## src/logic/lgt_regs.svh

```systemverilog
// Offsets, field positions, reset values and pin counts of the logic tile
`ifndef LGT_REGS_SVH
`define LGT_REGS_SVH

`define LGT_OFS_CTRL   8'h00
`define LGT_OFS_STAT   8'h04
`define LGT_SCFG_PAGE  4'h1
`define LGT_INIT_PAGE  3'h1

`define LGT_CTRL_USER  0
`define LGT_CTRL_RAM   1
`define LGT_CTRL_PSEUDO_DUAL_LUTRAM  2

`define LGT_CFG_SYNC   0
`define LGT_CFG_NEG    1
`define LGT_CFG_LATCH  2
`define LGT_CFG_RIPPLE 3
`define LGT_CFG_WIDE5  4
`define LGT_CFG_WIDEX  5
`define LGT_CFG_DSEL0  6
`define LGT_CFG_DSEL1  7
`define LGT_CFG_SRV0   8
`define LGT_CFG_SRV1   9

`define LGT_CTRL_RST   3'h0
`define LGT_SCFG_RST   10'h000
`define LGT_INIT_RST   16'h0000

`define LGT_NSLICE     4
`define LGT_PIN_W      52

`endif

```

## src/logic/lgt_pkg.sv

```systemverilog
// Types shared by the logic tile files
package lgt_pkg;
  typedef logic [15:0] lgt_init_t;
  typedef logic [9:0]  lgt_cfg_t;
  typedef logic [2:0]  lgt_ctrl_t;
endpackage : lgt_pkg

```

## src/logic/lgt_slice.sv

```systemverilog
// One slice: two LUT4s, carry pair, wide mux stage and two registers
`timescale 1ns/1ns
`include "lgt_regs.svh"
module lgt_slice
  import lgt_pkg::*;
(
  input  logic       clk,
  input  logic       rst_n,
  input  logic       user_mode,
  input  lgt_cfg_t   cfg,
  input  lgt_init_t  init0,
  input  lgt_init_t  init1,
  input  logic [3:0] lin0,
  input  logic [3:0] lin1,
  input  logic       m0,
  input  logic       m1,
  input  logic       ce,
  input  logic       local_set_reset,
  input  logic       sclk,
  input  logic       sclk_prv,
  input  logic       carry_in,
  input  logic       wide_in_a,
  input  logic       wide_in_b,
  output logic       f0,
  output logic       f1,
  output logic       w5,
  output logic       wx,
  output logic       carry_out,
  output logic       clk_edge,
  output logic       q0,
  output logic       q1
);

  logic lut0;
  logic lut1;
  logic c_mid;
  logic clk_lvl;
  logic act;
  logic sr_hit;
  logic d0;
  logic d1;

  assign lut0 = init0[lin0];
  assign lut1 = init1[lin1];

  assign w5 = m0 ? lut1 : lut0;

  assign wx = m1 ? wide_in_b : wide_in_a;

  assign c_mid     = lut0 ? carry_in : lin0[0];
  assign carry_out = lut1 ? c_mid : lin1[0];

  always_comb begin
    if (cfg[`LGT_CFG_RIPPLE]) begin
      f0 = lut0 ^ carry_in;
      f1 = lut1 ^ c_mid;
    end else begin
      f0 = cfg[`LGT_CFG_WIDE5] ? w5 : lut0;
      f1 = cfg[`LGT_CFG_WIDEX] ? wx : lut1;
    end
  end

  assign clk_lvl  = sclk ^ cfg[`LGT_CFG_NEG];
  assign clk_edge = clk_lvl & ~(sclk_prv ^ cfg[`LGT_CFG_NEG]);
  assign act      = cfg[`LGT_CFG_LATCH] ? clk_lvl : clk_edge;

  assign sr_hit = local_set_reset & (~cfg[`LGT_CFG_SYNC] | act);

  assign d0 = cfg[`LGT_CFG_DSEL0] ? m0 : f0;
  assign d1 = cfg[`LGT_CFG_DSEL1] ? m1 : f1;

  // Latch transparency is resolved at core clock rate only
  always_ff @(posedge clk) begin
    if (!rst_n || !user_mode) begin
      q0 <= cfg[`LGT_CFG_SRV0];
      q1 <= cfg[`LGT_CFG_SRV1];
    end else if (sr_hit) begin
      q0 <= cfg[`LGT_CFG_SRV0];
      q1 <= cfg[`LGT_CFG_SRV1];
    end else if (act && ce) begin
      q0 <= d0;
      q1 <= d1;
    end
  end

endmodule : lgt_slice

```

## src/logic/lgt_tile.sv

```systemverilog
// Logic tile of four slices with APB configuration and LUT RAM support
// Operation
// - Tile holds slices 0 to 3, each two LUT4s feeding two registers.
// - In RAM use slices 0-2 serve memory; slice 3 stays logic only.
// - Register set/reset is configurable as synchronous or asynchronous.
// - Registers capture on either polarity, as flip-flop or latch.
// - Each slice takes 13 routing inputs plus one fast carry-in.
// - Each slice drives four routing outputs plus one fast carry-out.
// - Tile has 50 routing inputs and 16 routing outputs.
// - Combining logic builds five to eight input functions.
// - Two intermediate outputs and inputs per slice; LUT8 spans two tiles.
// - Slice 2 makes write clock from its clock, enable from set/reset.
// - Slice 2 gives data 3:2 to slice 1, 1:0 to slice 0, address.
// - After configuration every register holds its configured start value.
// - Both LUT results are output through core-clock flops beside the registered ones.
// - Carry enters from neighbour and leaves toward next tile.
// - Single port RAM: slices 0 and 1 form 16 by 4 memory.
// - Dual port RAM: one write updates both companion slices together.
//
// The register addresses and the APB register port were decided locally.
`timescale 1ns/1ns
`include "lgt_regs.svh"
module lgt_tile
  import lgt_pkg::*;
(
  input  logic        CORE_CLK,
  input  logic        RSTN,
  input  logic        PSEL,
  input  logic        PENABLE,
  input  logic        PWRITE,
  input  logic [7:0]  PADDR,
  input  logic [31:0] PWDATA,
  output logic [31:0] PRDATA,
  output logic        PREADY,
  output logic        PSLVERR,
  input  logic [31:0] LUT_IN,
  input  logic [3:0]  MULTI_PURPOSE_IN_0,
  input  logic [3:0]  MULTI_PURPOSE_IN_1,
  input  logic [3:0]  CLOCK_ENABLE,
  input  logic [3:0]  LOCAL_SET_RESET,
  input  logic [1:0]  SLICE_CLK,
  input  logic        CARRY_IN_FAST,
  input  logic        WIDE_FUNC_IN_B,
  output logic [7:0]  LUT_BYPASS_OUT,
  output logic [7:0]  REGISTERED_OUT,
  output logic [5:0]  WIDE_FUNC_OUT,
  output logic        CARRY_OUT_FAST
);

  localparam int NS = `LGT_NSLICE;

  // Pin synchronisers
  logic [`LGT_PIN_W-1:0] pin_s1_r;
  logic [`LGT_PIN_W-1:0] pin_s2_r;
  logic [1:0]            sclk_prv_r;

  // Configuration state
  lgt_ctrl_t             ctrl_r;
  lgt_cfg_t              scfg_r [NS];
  lgt_init_t             init_r [2*NS];

  // Bus answer
  logic [31:0]           prdata_r;
  logic                  pready_r;
  logic                  pslverr_r;
  logic [31:0]           rd_nxt;
  logic                  err_nxt;
  logic                  apb_setup;
  logic                  apb_wr;

  // Output flops
  logic [7:0]            fout_r;
  logic [5:0]            wout_r;
  logic                  cout_r;
  logic [7:0]            qcat;

  // Synchronised inputs
  logic [31:0]           lut_in_s;
  logic [3:0]            m0_s;
  logic [3:0]            m1_s;
  logic [3:0]            ce_s;
  logic [3:0]            lsr_s;
  logic [3:0]            lsr_g;
  logic [1:0]            sclk_s;
  logic                  cin_s;
  logic                  fxb_s;

  // Slice interconnect
  logic [NS:0]           carry;
  logic [NS-1:0]         f0;
  logic [NS-1:0]         f1;
  logic [NS-1:0]         w5;
  logic [NS-1:0]         wx;
  logic [NS-1:0]         wa;
  logic [NS-1:0]         wb;
  logic [NS-1:0]         edge_s;
  logic [NS-1:0]         q0;
  logic [NS-1:0]         q1;

  // Distributed RAM write port
  logic                  ram_we;
  logic [3:0]            ram_write_addr;
  logic [3:0]            ram_write_data;
  logic                  ram_en;
  logic                  pseudo_dual_lutram_en;

  always_ff @(posedge CORE_CLK) begin
    if (!RSTN) begin
      pin_s1_r <= '0;
      pin_s2_r <= '0;
    end else begin
      pin_s1_r <= {WIDE_FUNC_IN_B, CARRY_IN_FAST, SLICE_CLK,
                   LOCAL_SET_RESET, CLOCK_ENABLE, MULTI_PURPOSE_IN_1,
                   MULTI_PURPOSE_IN_0, LUT_IN};
      pin_s2_r <= pin_s1_r;
    end
  end

  assign {fxb_s, cin_s, sclk_s, lsr_s, ce_s, m1_s, m0_s, lut_in_s} =
    pin_s2_r;

  // Previous slice clock level for edge detection
  always_ff @(posedge CORE_CLK) begin
    if (!RSTN) begin
      sclk_prv_r <= 2'h0;
    end else begin
      sclk_prv_r <= sclk_s;
    end
  end

  // Control register
  always_ff @(posedge CORE_CLK) begin
    if (!RSTN) begin
      ctrl_r <= `LGT_CTRL_RST;
    end else if (apb_wr && PADDR == `LGT_OFS_CTRL) begin
      ctrl_r <= lgt_ctrl_t'(PWDATA);
    end
  end

  assign ram_en  = ctrl_r[`LGT_CTRL_RAM];
  assign pseudo_dual_lutram_en = ctrl_r[`LGT_CTRL_PSEUDO_DUAL_LUTRAM];

  // Per-slice configuration registers
  always_ff @(posedge CORE_CLK) begin
    if (!RSTN) begin
      for (int i = 0; i < NS; i++) begin
        scfg_r[i] <= `LGT_SCFG_RST;
      end
    end else if (apb_wr && PADDR[7:4] == `LGT_SCFG_PAGE) begin
      scfg_r[PADDR[3:2]] <= lgt_cfg_t'(PWDATA);
    end
  end

  // Write clock is slice 2 clock, enable is its set/reset
  assign ram_we = ram_en & ctrl_r[`LGT_CTRL_USER] & lsr_s[2] & edge_s[2];
  // Address and data from slice 2 LUT inputs
  assign ram_write_addr = lut_in_s[19:16];
  assign ram_write_data = lut_in_s[23:20];

  // Slice 2 set/reset becomes write enable in RAM use
  assign lsr_g = lsr_s & ~{1'b0, ram_en, 2'b00};

  // LUT contents; a RAM write beats a bus write to the same bit
  always_ff @(posedge CORE_CLK) begin
    if (!RSTN) begin
      for (int i = 0; i < 2*NS; i++) begin
        init_r[i] <= `LGT_INIT_RST;
      end
    end else begin
      if (apb_wr && PADDR[7:5] == `LGT_INIT_PAGE) begin
        init_r[PADDR[4:2]] <= lgt_init_t'(PWDATA);
      end
      if (ram_we) begin
        init_r[0][ram_write_addr] <= ram_write_data[0];
        init_r[1][ram_write_addr] <= ram_write_data[1];
        // Companion slice written in same cycle
        init_r[2][ram_write_addr] <= pseudo_dual_lutram_en ? ram_write_data[0]
                                             : ram_write_data[2];
        init_r[3][ram_write_addr] <= pseudo_dual_lutram_en ? ram_write_data[1]
                                             : ram_write_data[3];
      end
    end
  end

  // Carry enters slice 0 from neighbour
  assign carry[0] = cin_s;

  // LUT6 in slices 0 and 2, LUT7 in 1, LUT8 in 3
  assign wa = {wx[1], w5[2], wx[0], w5[0]};
  assign wb = {fxb_s, w5[3], wx[2], w5[1]};

  for (genvar k = 0; k < NS; k++) begin : g_slice
    lgt_slice u_slice (
      .clk       (CORE_CLK),
      .rst_n     (RSTN),
      .user_mode (ctrl_r[`LGT_CTRL_USER]),
      .cfg       (scfg_r[k]),
      .init0     (init_r[2*k]),
      .init1     (init_r[2*k+1]),
      .lin0      (lut_in_s[8*k +: 4]),
      .lin1      (lut_in_s[8*k+4 +: 4]),
      .m0        (m0_s[k]),
      .m1        (m1_s[k]),
      .ce        (ce_s[k]),
      .local_set_reset       (lsr_g[k]),
      .sclk      (sclk_s[k/2]),
      .sclk_prv  (sclk_prv_r[k/2]),
      .carry_in  (carry[k]),
      .wide_in_a (wa[k]),
      .wide_in_b (wb[k]),
      .f0        (f0[k]),
      .f1        (f1[k]),
      .w5        (w5[k]),
      .wx        (wx[k]),
      .carry_out (carry[k+1]),
      .clk_edge  (edge_s[k]),
      .q0        (q0[k]),
      .q1        (q1[k])
    );
    assign qcat[2*k +: 2] = {q1[k], q0[k]};
  end

  // Bypass, wide and carry outputs registered
  always_ff @(posedge CORE_CLK) begin
    if (!RSTN) begin
      fout_r <= 8'h00;
      wout_r <= 6'h00;
      cout_r <= 1'b0;
    end else begin
      for (int k = 0; k < NS; k++) begin
        fout_r[2*k]   <= f0[k];
        fout_r[2*k+1] <= f1[k];
      end
      wout_r <= {wx, w5[3], w5[1]};
      cout_r <= carry[NS];
    end
  end

  assign LUT_BYPASS_OUT = fout_r;
  assign REGISTERED_OUT = qcat;
  assign WIDE_FUNC_OUT  = wout_r;
  assign CARRY_OUT_FAST = cout_r;

  // Read mux and address check, evaluated in the setup cycle
  always_comb begin
    rd_nxt  = 32'h0000_0000;
    err_nxt = 1'b0;
    if (PADDR == `LGT_OFS_CTRL) begin
      rd_nxt = 32'(ctrl_r);
    end else if (PADDR == `LGT_OFS_STAT) begin
      rd_nxt = {9'h000, wout_r, cout_r, fout_r, qcat};
    end else if (PADDR[1:0] != 2'h0) begin
      err_nxt = 1'b1;
    end else if (PADDR[7:4] == `LGT_SCFG_PAGE) begin
      rd_nxt = 32'(scfg_r[PADDR[3:2]]);
    end else if (PADDR[7:5] == `LGT_INIT_PAGE) begin
      rd_nxt = 32'(init_r[PADDR[4:2]]);
    end else begin
      err_nxt = 1'b1;
    end
  end

  assign apb_setup = PSEL & ~PENABLE;
  // Error transfers never write
  assign apb_wr = PSEL & PENABLE & PWRITE & pready_r & ~pslverr_r;

  // Single wait-free access phase after every setup
  always_ff @(posedge CORE_CLK) begin
    if (!RSTN) begin
      pready_r  <= 1'b0;
      pslverr_r <= 1'b0;
      prdata_r  <= 32'h0000_0000;
    end else begin
      pready_r  <= apb_setup;
      pslverr_r <= apb_setup & err_nxt;
      if (apb_setup) begin
        prdata_r <= rd_nxt;
      end
    end
  end

  assign PRDATA  = prdata_r;
  assign PREADY  = pready_r;
  assign PSLVERR = pslverr_r;

endmodule : lgt_tile

```

## config.mk

```make
export PLATFORM = sky130hd
export DESIGN_NAME = lgt_tile
export DESIGN_NICKNAME = d
export VERILOG_FILES = /design/src/logic/lgt_pkg.sv /design/src/logic/lgt_slice.sv /design/src/logic/lgt_tile.sv
export VERILOG_INCLUDE_DIRS = /design/src /design/src/logic
export SDC_FILE = /design/constraint.sdc
export NUM_CORES = 1
export LEC_CHECK = 0
export BUFFER_PORTS_ARGS = -buffer_cell sky130_fd_sc_hd__buf_2
export CAP_MARGIN = 0
export CORE_ASPECT_RATIO = 0.9
export CORE_UTILIZATION = 50
export CTS_CLUSTER_SIZE = 24
export DETAILED_ROUTE_END_ITERATION = 8
export HOLD_SLACK_MARGIN = 0.1
export PLACE_DENSITY = 0.81
export SKIP_LAST_GASP = 1
export SLEW_MARGIN = 20
export SYNTH_ARGS = -nofsm -noshare
export SYNTH_HDL_FRONTEND = slang
export SYNTH_HIERARCHICAL = 1
export SYNTH_SLANG_ARGS = --single-unit
```

## constraint.sdc

```tcl
create_clock -name CORE_CLK -period 9.7 [get_ports CORE_CLK]
set_input_delay 1.455 -clock CORE_CLK [delete_from_list [all_inputs] [get_ports CORE_CLK]]
set_output_delay 1.455 -clock CORE_CLK [all_outputs]
set_load 0.01 [all_outputs]
```

# Word level (Yosys, flattened, before mapping)
# Memories as Yosys holds them, arrays and structs flattened.
# Cells that the tools add are included.
totals:
  ff_bits: 166
  n_memories: 2
  elab_cells: 538
  mem_bits_rw: 168
  output_inout_bits: 57
mem_list:
  columns: ["name", "words", "width", "read_ports", "rd_ports_with_merged_regs", "wr", "line", "source"]
  rows:
  - ["init_r", 8, 16, 9, 0, 8, "lgt_tile.sv:60", "lgt_init_t init_r [2*NS];"]
  - ["scfg_r", 4, 10, 5, 0, 4, "lgt_tile.sv:59", "lgt_cfg_t scfg_r [NS];"]
classes:
  n_bitwise: 305
  order_cmp: 9
  n_eq_ne: 7
  n_mux: 178
  reduce_logical: 19
op_table:
  columns: ["cell", "n"]
  rows:
  - ["$mux 1", 158]
  - ["$and 1x1->1", 145]
  - ["$mux 16", 6]
  - ["$not 1->1", 74]
  - ["$or 1x1->1", 68]
  - ["$mux 23", 2]
  - ["$lt 4x5->1 const B", 8]
  - ["$bmux 1 s4", 8]
  - ["$reduce_or 16->1", 1]
  - ["$xor 1x1->1", 16]
  - ["$eq 3x3->1 const B", 4]
  - ["$reduce_bool 3->1", 4]
  - ["$mux 10", 1]
  - ["$reduce_or 10->1", 1]
  - ["$eq 8x3->1 const B", 1]
  - ["$logic_and 1x1->1", 8]
  - ["$logic_not 8->1", 1]
  - ["$and 4x4->4", 1]
  - ["$demux 1 s4", 1]
  - ["$eq 4x1->1 const B", 1]
  - ["$ge 4x1->1 const B", 1]
  - ["$not 3->4", 1]
  - ["$eq 3x1->1 const B", 1]
  - ["$mux 3", 1]
  - ["other kinds (4)", 5]

# Logic depth before layout (Yosys ltp)
# Gate-level depths: netlist of run 1.
# An unclocked memory read counts as a cell.
depth:
  ltp_word: 16
  depth_mapped: 19
  depth_no_buf: 19

# By module
# The synthesis of run 1 kept the hierarchy.
by_module_without_submodules:
  columns: ["module", "seq_area_each_um2", "cells_each", "n_inst", "area_each_um2"]
  rows:
  - ["lgt_tile", 8027.7, 1183, 1, 13581.8]
  - ["lgt_slice", 60.1, 74, 4, 655.6]

# Worst setup path before layout of run 1
# No wires, ideal clock.
synth_timing:
  path_type: "in2reg"
  from: "in PENABLE"
  to: "mem scfg_r[2][0] (netlist name), enable pin"
  arrival_time_ps: 3390
  path_slack_ps: 5920
  setup_time_ps: 391
  path_stages: 6
  required_time_ps: 9309
  cell_sequence: "and4b_1 nand2_2 or4_1 buf_4 clkbuf_1 o21ai_0"
synth_lines:
  columns: ["element", "line", "source"]
  rows:
  - ["from (decl)", "lgt_tile.sv:29", "input logic PENABLE,"]
  - ["to (decl)", "lgt_tile.sv:59", null]

# Worst setup path after layout of run 1
layout_timing:
  from: "reg pin_s2_r[0]"
  to: "reg g_slice[3].u_slice.q1 (data pin)"
layout_between:
  elab_chain_len: 15
  word_cells_on_any_way: 20
layout_lines:
  columns: ["element", "line", "source"]
  rows:
  - ["from (decl)", "lgt_tile.sv:54", "logic [`LGT_PIN_W-1:0] pin_s2_r;"]
  - ["from (signal assigned)", "lgt_tile.sv:115", "pin_s2_r <= pin_s1_r;"]
  - ["$bmux 1 s4", "lgt_slice.sv:43", "assign lut0 = init0[lin0];"]
  - ["$mux 1 (not written as such)", "lgt_slice.sv:43", null]
  - ["$mux 1 (*)", "lgt_slice.sv:50", "assign c_mid = lut0 ? carry_in : lin0[0];"]
  - ["$mux 1 (*)", "lgt_slice.sv:51", "assign carry_out = lut1 ? c_mid : lin1[0];"]
  - ["named net carry[1]", "lgt_tile.sv:89", "logic [NS:0] carry;"]
  - ["$mux 1 (*)", "lgt_slice.sv:50", null]
  - ["$mux 1 (*)", "lgt_slice.sv:51", null]
  - ["named net carry[2]", "lgt_tile.sv:89", null]
  - ["[2 not listed]", null, null]
  - ["named net carry[3]", "lgt_tile.sv:89", null]
  - ["$mux 1 (*)", "lgt_slice.sv:50", null]
  - ["$xor 1x1->1 (*)", "lgt_slice.sv:56", "f1 = lut1 ^ c_mid;"]
  - ["$mux 1 (*)", "lgt_slice.sv:54", "if (cfg[`LGT_CFG_RIPPLE]) begin"]
  - ["$mux 1 (*)", "lgt_slice.sv:70", "assign d1 = cfg[`LGT_CFG_DSEL1] ? m1 : f1;"]
  - ["$mux 1 (*)", "lgt_slice.sv:80", "end else if (act && ce) begin"]
  - ["$mux 1 (*)", "lgt_slice.sv:77", "end else if (sr_hit) begin"]
  - ["$mux 1 (*)", "lgt_slice.sv:74", "if (!rst_n || !user_mode) begin"]
  - ["to (signal assigned)", "lgt_slice.sv:76", "q1 <= cfg[`LGT_CFG_SRV1];"]
  - ["to (signal assigned)", "lgt_slice.sv:79", "q1 <= cfg[`LGT_CFG_SRV1];"]
  - ["to (decl)", "lgt_slice.sv:31", "output logic q1"]
# The timed path passes the listed nets; every way through them passes the cells marked *. The select of a mux whose other input is x is not followed.
# A chain may end at the register's enable or synchronous reset.

==> impl_metrics.env, run 1 <==
export IMPL_clock_sink_count=325
export IMPL_avgSynthCellArea_um2=10.98
export IMPL_fin_crit_ps=5064
export IMPL_slew_headroom=0.2130
export IMPL_p_total_mw=3.152
export IMPL_netlist_area_mm2=0.01617
export IMPL_start_util=0.5073
export IMPL_worstPathMaxFanout=6
export IMPL_fin_setup_tns_ps=0
export IMPL_fin_hold_ws_ps=427.6
export IMPL_ctsResizeCount=0
export IMPL_rsz0062_at_grt="false"
export IMPL_ant_nets=0
export IMPL_via_per_inst=6.355
export IMPL_worstPathCellList="mux4_2 > mux2i_1 > and3_1 > nor3_2 > o21ai_0 > nand2_1 > nor4_1 > nor3_2 > o21ai_0 > nand2_1 > nor4_1 > nor3_2 > o21ai_0 > nand2_1 > nor4_1 > nor3_2 > mux2i_1 > a31oi_1"
export IMPL_drive_gt1_frac=0.2045
export IMPL_synth_warnings=6
export IMPL_period_share=0.5221
export IMPL_status="completed"
export IMPL_required_ps=9950
export IMPL_die_area_mm2=0.03307
export IMPL_multi_input_comb_area_mm2=0.007269
export IMPL_timing_critical_path_mode_cell="nor3_2"
export IMPL_rows=62
export IMPL_dp_cells=1908
export IMPL_p_leak_nw=7.021
export IMPL_critPathMaxStageDelay_ps=580
export IMPL_skew_ps=18.14
export IMPL_critPathBufInv=0
export IMPL_grt_pass1_vias=12150
export IMPL_hold_buffers=0
export IMPL_endpoint_kind="flip-flop"
export IMPL_io_pins=154
export IMPL_cts_clk_slew_worst_paths_ps=60
export IMPL_place_gp_congestion=1.018
export IMPL_cts_setup_buffers=0
export IMPL_worst_setup_path_start_kind="flip-flop"
export IMPL_nNetsFinal=1626
export IMPL_die_width_um=191.6
export IMPL_grt_usage=0.2788
export IMPL_min_delay_start="pin_s1_r[30]$_SDFF_PN0_"
export IMPL_drt_wl_total_mm=46.45
export IMPL_path_class="flip-flop to flip-flop"
export IMPL_antenna_found_initial=5
export IMPL_grt_start_max_net_pins=166
export IMPL_vias=12560
export IMPL_drc=0
export IMPL_wl_per_cell_um=23.49
export IMPL_syn_to_final_growth_pct=11.93
export IMPL_final_cells=1977
export IMPL_fill_cells=2547
export IMPL_finalSetupViolCount=0
export IMPL_worstPathArrival_ps=5320
export IMPL_crit_slowest_cell="mux4_2"
export IMPL_ir_drop_uv=147.3
export IMPL_min_path_type="flip-flop to flip-flop"
export IMPL_grt_pass1_wl_mm=69.63
export IMPL_cts_tree="built"
export IMPL_htree_levels=2
export IMPL_cp_top_family="simple AND/OR/NAND/NOR gates"
export IMPL_port_buffer_count=128
export IMPL_cts_made_buffers=35
export IMPL_tightestPinTransition_ps=1177
export IMPL_finalWorstSetupSlack_ps=4636
export IMPL_clk_path_buf_depth=3
export IMPL_design_core_area_mm2=0.03188
export IMPL_register_area_mm2=0.008268
export IMPL_die_height_um=172.6
export IMPL_grt_overflow=0
export IMPL_first_pass_iters=7
export IMPL_drv_slew=0
export IMPL_finalInstanceArea_mm2=0.01810
export IMPL_dpl_instance_area_mm2=0.01689
export IMPL_worstSetupStartpoint="pin_s2_r[0]$_SDFF_PN0_"
export IMPL_fin_util=0.5678
export IMPL_syn_inst=1473
export IMPL_post_dp_hpwl_mm=31.68
export IMPL_root_buffer="clkbuf_16"
export IMPL_hold_viol=0
export IMPL_cap_violations=0
export IMPL_reg2reg_from="pin_s2_r[0]$_SDFF_PN0_"
export IMPL_clk_latency_ps=520
export IMPL_drtIter0Drc=1934
export IMPL_place_ws_ps=4761
export IMPL_fmax_mhz=197.5
export IMPL_power_density_mw_per_mm2=174.1
[cells in the final DEF (no fill, tap or decap), types with 8 or more instances in the layout]
cell       count
buf_4         14
or3_1          9
nand2b_1       8
clkbuf_16     39
dfxtp_1      149
o21ai_0      134
nor2_1        46
o22ai_1       11
and3_1        35
inv_1         21
edfxtp_1     176
a21oi_1       31
mux2_2        18
buf_2        127
and2_1       210
a22oi_1        8
o31ai_1       16
a2111oi_0     10
mux2i_1       36
nand2_1       70
a211oi_1       9
nand3_1      125
o41ai_2        8
nor2b_1       21
conb_1         9
nor3b_1       15
nor3_1        12
mux4_2        50
[where the power goes]
group | internal, mW | switching (mW) | total (mW) | leakage (nW)
combinational | 0.0970 | 0.151 | 0.248 | 3.30
clock | 0.834 | 0.539 | 1.37 | 0.595
sequential | 1.49 | 0.0395 | 1.53 | 3.12
total | 2.42 | 0.729 | 3.15 | 7.02
[sequential cells by signal, summed over array words and instances, names as in the netlist]
signal              flops
init_r                128
pin_s1_r               52
pin_s2_r               52
scfg_r                 40
PRDATA                 23
LUT_BYPASS_OUT          8
WIDE_FUNC_OUT           6
g_slice.u_slice/q0      4
g_slice.u_slice/q1      4
ctrl_r                  3
sclk_prv_r              2
CARRY_OUT_FAST          1
PREADY                  1
PSLVERR                 1
[routing by layer]
layer  up-vias  part of all wire  track usage
met5         -           0.00058            0
li1       5508                 -            -
met4         4             0.061       0.1534
met3       210              0.14      0.08687
met1      5887              0.35       0.3458
met2       954              0.45       0.4322
[worst paths after layout]
path                                endpoint  slack [ps]  depth (start not counted)
max          g_slice[3].u_slice/q1$_DFFE_PP_        4640                         18
min reg2reg          pin_s2_r[30]$_SDFF_PN0_         430                          1
min                  pin_s2_r[30]$_SDFF_PN0_         430                          1
max reg2reg  g_slice[3].u_slice/q1$_DFFE_PP_        4640                         18
[area by class of cell]
type / instances / share of cell area
repair buffers: 142 / 0.04154
multi-input cells: 1003 / 0.4015
clock buffers: 54 / 0.06041
diodes: 6 / 0.0008294
inverters: 22 / 0.004561
flip-flops and latches: 325 / 0.4567
well taps: 416 / 0.02875
clock inverters: 9 / 0.005667
[worst reg2reg max path, stage by stage, from the launching register on]
cell	delay (ps)
dfxtp_1	550
mux4_2	590
mux2i_1	410
and3_1	240
nor3_2	60
o21ai_0	350
nand2_1	90
nor4_1	260
nor3_2	90
o21ai_0	460
nand2_1	110
nor4_1	250
nor3_2	90
o21ai_0	470
nand2_1	110
nor4_1	260
nor3_2	100
mux2i_1	210
a31oi_1	120
Note: power is estimated with default switching activity, not from simulation.
==> run 2: changes to the inputs <==
==> constraint.sdc (replaced) <==
create_clock -name CORE_CLK -period 4.7 [get_ports CORE_CLK]
set_input_delay 0.705 -clock CORE_CLK [delete_from_list [all_inputs] [get_ports CORE_CLK]]
set_output_delay 0.705 -clock CORE_CLK [all_outputs]
set_load 0.01 [all_outputs]
==> impl_metrics.env, run 2 (synthesis results as in run 1) <==
export IMPL_drc=0
export IMPL_cap_violations=0
export IMPL_clk_latency_ps=520
export IMPL_nNetsFinal=1632
export IMPL_die_area_mm2=0.03307
export IMPL_via_per_inst=6.449
export IMPL_drv_slew=0
export IMPL_largest_reg_flops=128
export IMPL_first_pass_iters=6
export IMPL_htree_levels=2
export IMPL_critPathCapture="g_slice[3].u_slice/q1$_DFFE_PP_"
export IMPL_p_switching_mw=1.523
export IMPL_p_clk_frac=0.425
export IMPL_endpoint_kind="flip-flop"
export IMPL_die_width_um=191.6
export IMPL_grt_start_max_net_pins=69
export IMPL_grt_usage=0.2836
export IMPL_port_buffer_count=128
export IMPL_min_path_type="input pin to flip-flop"
export IMPL_timing_reg2reg_setup_slack_ps=250
export IMPL_hold_viol=0
export IMPL_grt_pass1_vias=12010
export IMPL_io_pins=154
export IMPL_rows=62
export IMPL_finalSetupViolCount=0
export IMPL_worstPathMaxFanout=6
export IMPL_ir_drop_uv=341.7
export IMPL_cts_setup_buffers=0
export IMPL_final_cell_mix="and2_1, edfxtp_1, dfxtp_1, o21ai_0, buf_2"
export IMPL_drt_wl_total_mm=47.65
export IMPL_p_leak_nw=7.048
export IMPL_fin_setup_tns_ps=0
export IMPL_period_share=0.9467
export IMPL_grt_overflow=0
export IMPL_start_util=0.5073
export IMPL_drtIter0Drc=1851
export IMPL_cts_clk_slew_worst_paths_ps=60
export IMPL_clk_path_buf_depth=3
export IMPL_top_regs="init_r (128), pin_s1_r (52), pin_s2_r (52)"
export IMPL_syn_to_final_growth_pct=12.03
export IMPL_power_internal_mw=4.886
export IMPL_place_gp_congestion=1.008
export IMPL_required_ps=4950
export IMPL_power_density_mw_per_mm2=353.7
export IMPL_root_buffer="clkbuf_16"
export IMPL_rsz0062_at_grt="false"
export IMPL_antenna_found_initial=6
export IMPL_die_height_um=172.6
export IMPL_fmax_mhz=224.7
export IMPL_clock_sink_count=325
export IMPL_cts_made_buffers=35
export IMPL_swShare=0.2376
export IMPL_ant_nets=0
export IMPL_worstPathArrival_ps=4700
export IMPL_fin_util=0.5683
export IMPL_cts_tree="built"
export IMPL_mostFrequentLayoutCell="and2_1"
export IMPL_slew_headroom=0.2784
export IMPL_largest_register="init_r"
export IMPL_r2r_end="g_slice[3].u_slice/q1$_DFFE_PP_"
export IMPL_wl_per_cell_um=24.05
export IMPL_skew_ps=14.00
export IMPL_status="completed"
export IMPL_pwr_share_comb=0.082
export IMPL_vias=12780
export IMPL_worstSetupStartpoint="pin_s2_r[0]$_SDFF_PN0_"
export IMPL_grt_pass1_wl_mm=70.01
export IMPL_fill_cells=2527
export IMPL_fin_crit_ps=4449
export IMPL_register_area_mm2=0.008269
export IMPL_drive_gt1_frac=0.2095
export IMPL_reg2reg_from="pin_s2_r[0]$_SDFF_PN0_"
export IMPL_post_dp_hpwl_mm=33.00
export IMPL_worst_setup_path_start_kind="flip-flop"
export IMPL_multi_input_comb_area_mm2=0.007278
export IMPL_worst_r2r_cell_count=20
export IMPL_seqPwrFrac=0.493
export IMPL_design_core_area_mm2=0.03188
export IMPL_path_class="flip-flop to flip-flop"
export IMPL_tightestPinTransition_ps=1079
-- run 2: worst max-delay path, cell delays in order, from the launching register on --
cell,delay (ps)
dfxtp_2,420
mux4_2,540
mux2i_2,290
and3_1,220
nor3_2,60
o21ai_1,230
nand2_1,80
nor4_1,230
nor3_2,90
o21ai_0,160
buf_4,160
nand2_1,60
nor4_1,330
nor3_2,90
o21ai_0,240
buf_4,170
nand2_1,50
nor4_1,260
nor3_2,90
mux2i_1,280
a31oi_1,130
-- run 2: per-layer routing --
layer / vias to the layer above / track usage / routed length [um]
met4: 4 / 0.1581 / 3131
met2: 1022 / 0.4434 / 21340
met3: 239 / 0.08443 / 6781
met1: 5997 / 0.3502 / 16360
li1: 5514 / - / -
met5: - / 0 / 28
-- run 2: worst min path at each step --
| stage | from | to | slack, ps | depth (start not counted) |
|---|---|---|---|---|
| after floorplan | pin_s1_r[0]$_SDFF_PN0_ | pin_s2_r[0]$_SDFF_PN0_ | 410 | 1 |
| after global placement | pin_s1_r[10]$_SDFF_PN0_ | pin_s2_r[10]$_SDFF_PN0_ | 420 | 1 |
| after detailed placement | pin_s1_r[29]$_SDFF_PN0_ | pin_s2_r[29]$_SDFF_PN0_ | 420 | 1 |
| after CTS | LUT_IN[20] | pin_s1_r[20]$_SDFF_PN0_ | 380 | 2 |
| after global routing | LUT_IN[31] | pin_s1_r[31]$_SDFF_PN0_ | 390 | 2 |
| final | LUT_IN[27] | pin_s1_r[27]$_SDFF_PN0_ | 390 | 2 |
-- run 2: area by class of cell --
cell class | count | area share
sequential | 325 | 0.4564
multi-input combinational | 1003 | 0.4017
clock buffer | 49 | 0.05931
timing repair buffer | 148 | 0.04468
tap | 416 | 0.02873
inverter | 22 | 0.004557
clock inverter | 14 | 0.004143
antenna | 4 | 0.0005524
-- run 2: power groups by stage --
stage                     Clock, mW  Sequential (mW)  Combinational (mW)
final                          2.73             3.16               0.523
after global routing           2.84             3.16               0.551
after CTS                      2.74             3.16               0.506
after detailed placement          0             3.22               0.500
after global placement            0             3.21               0.486
after floorplan                   0             3.18               0.333
-- run 2: repair_timing --
item	4_1_cts	5_1_grt
endpoints found under the hold margin	0	0
hold buffers	0	0
gates resized for setup	0	5
setup endpoints to repair	0	4
-- run 2: per-stage QoR --
| stage | cell area [um2] | worst slack (ps) | total power, mW | std cells | hold WS (ps) |
|---|---|---|---|---|---|
| global route | 18110 | 25.74 | 6.559 | 1977 | 390.1 |
| global placement | 16940 | 263.1 | 3.698 | 1914 | 419.0 |
| CTS | 18090 | 45.54 | 6.399 | 1977 | 383.7 |
| detailed placement | 16940 | 95.88 | 3.717 | 1914 | 419.5 |
| floorplan | 16200 | 984.5 | 3.515 | 1481 | 411.9 |
| finish | 18120 | 250.6 | 6.409 | 1981 | 391.7 |
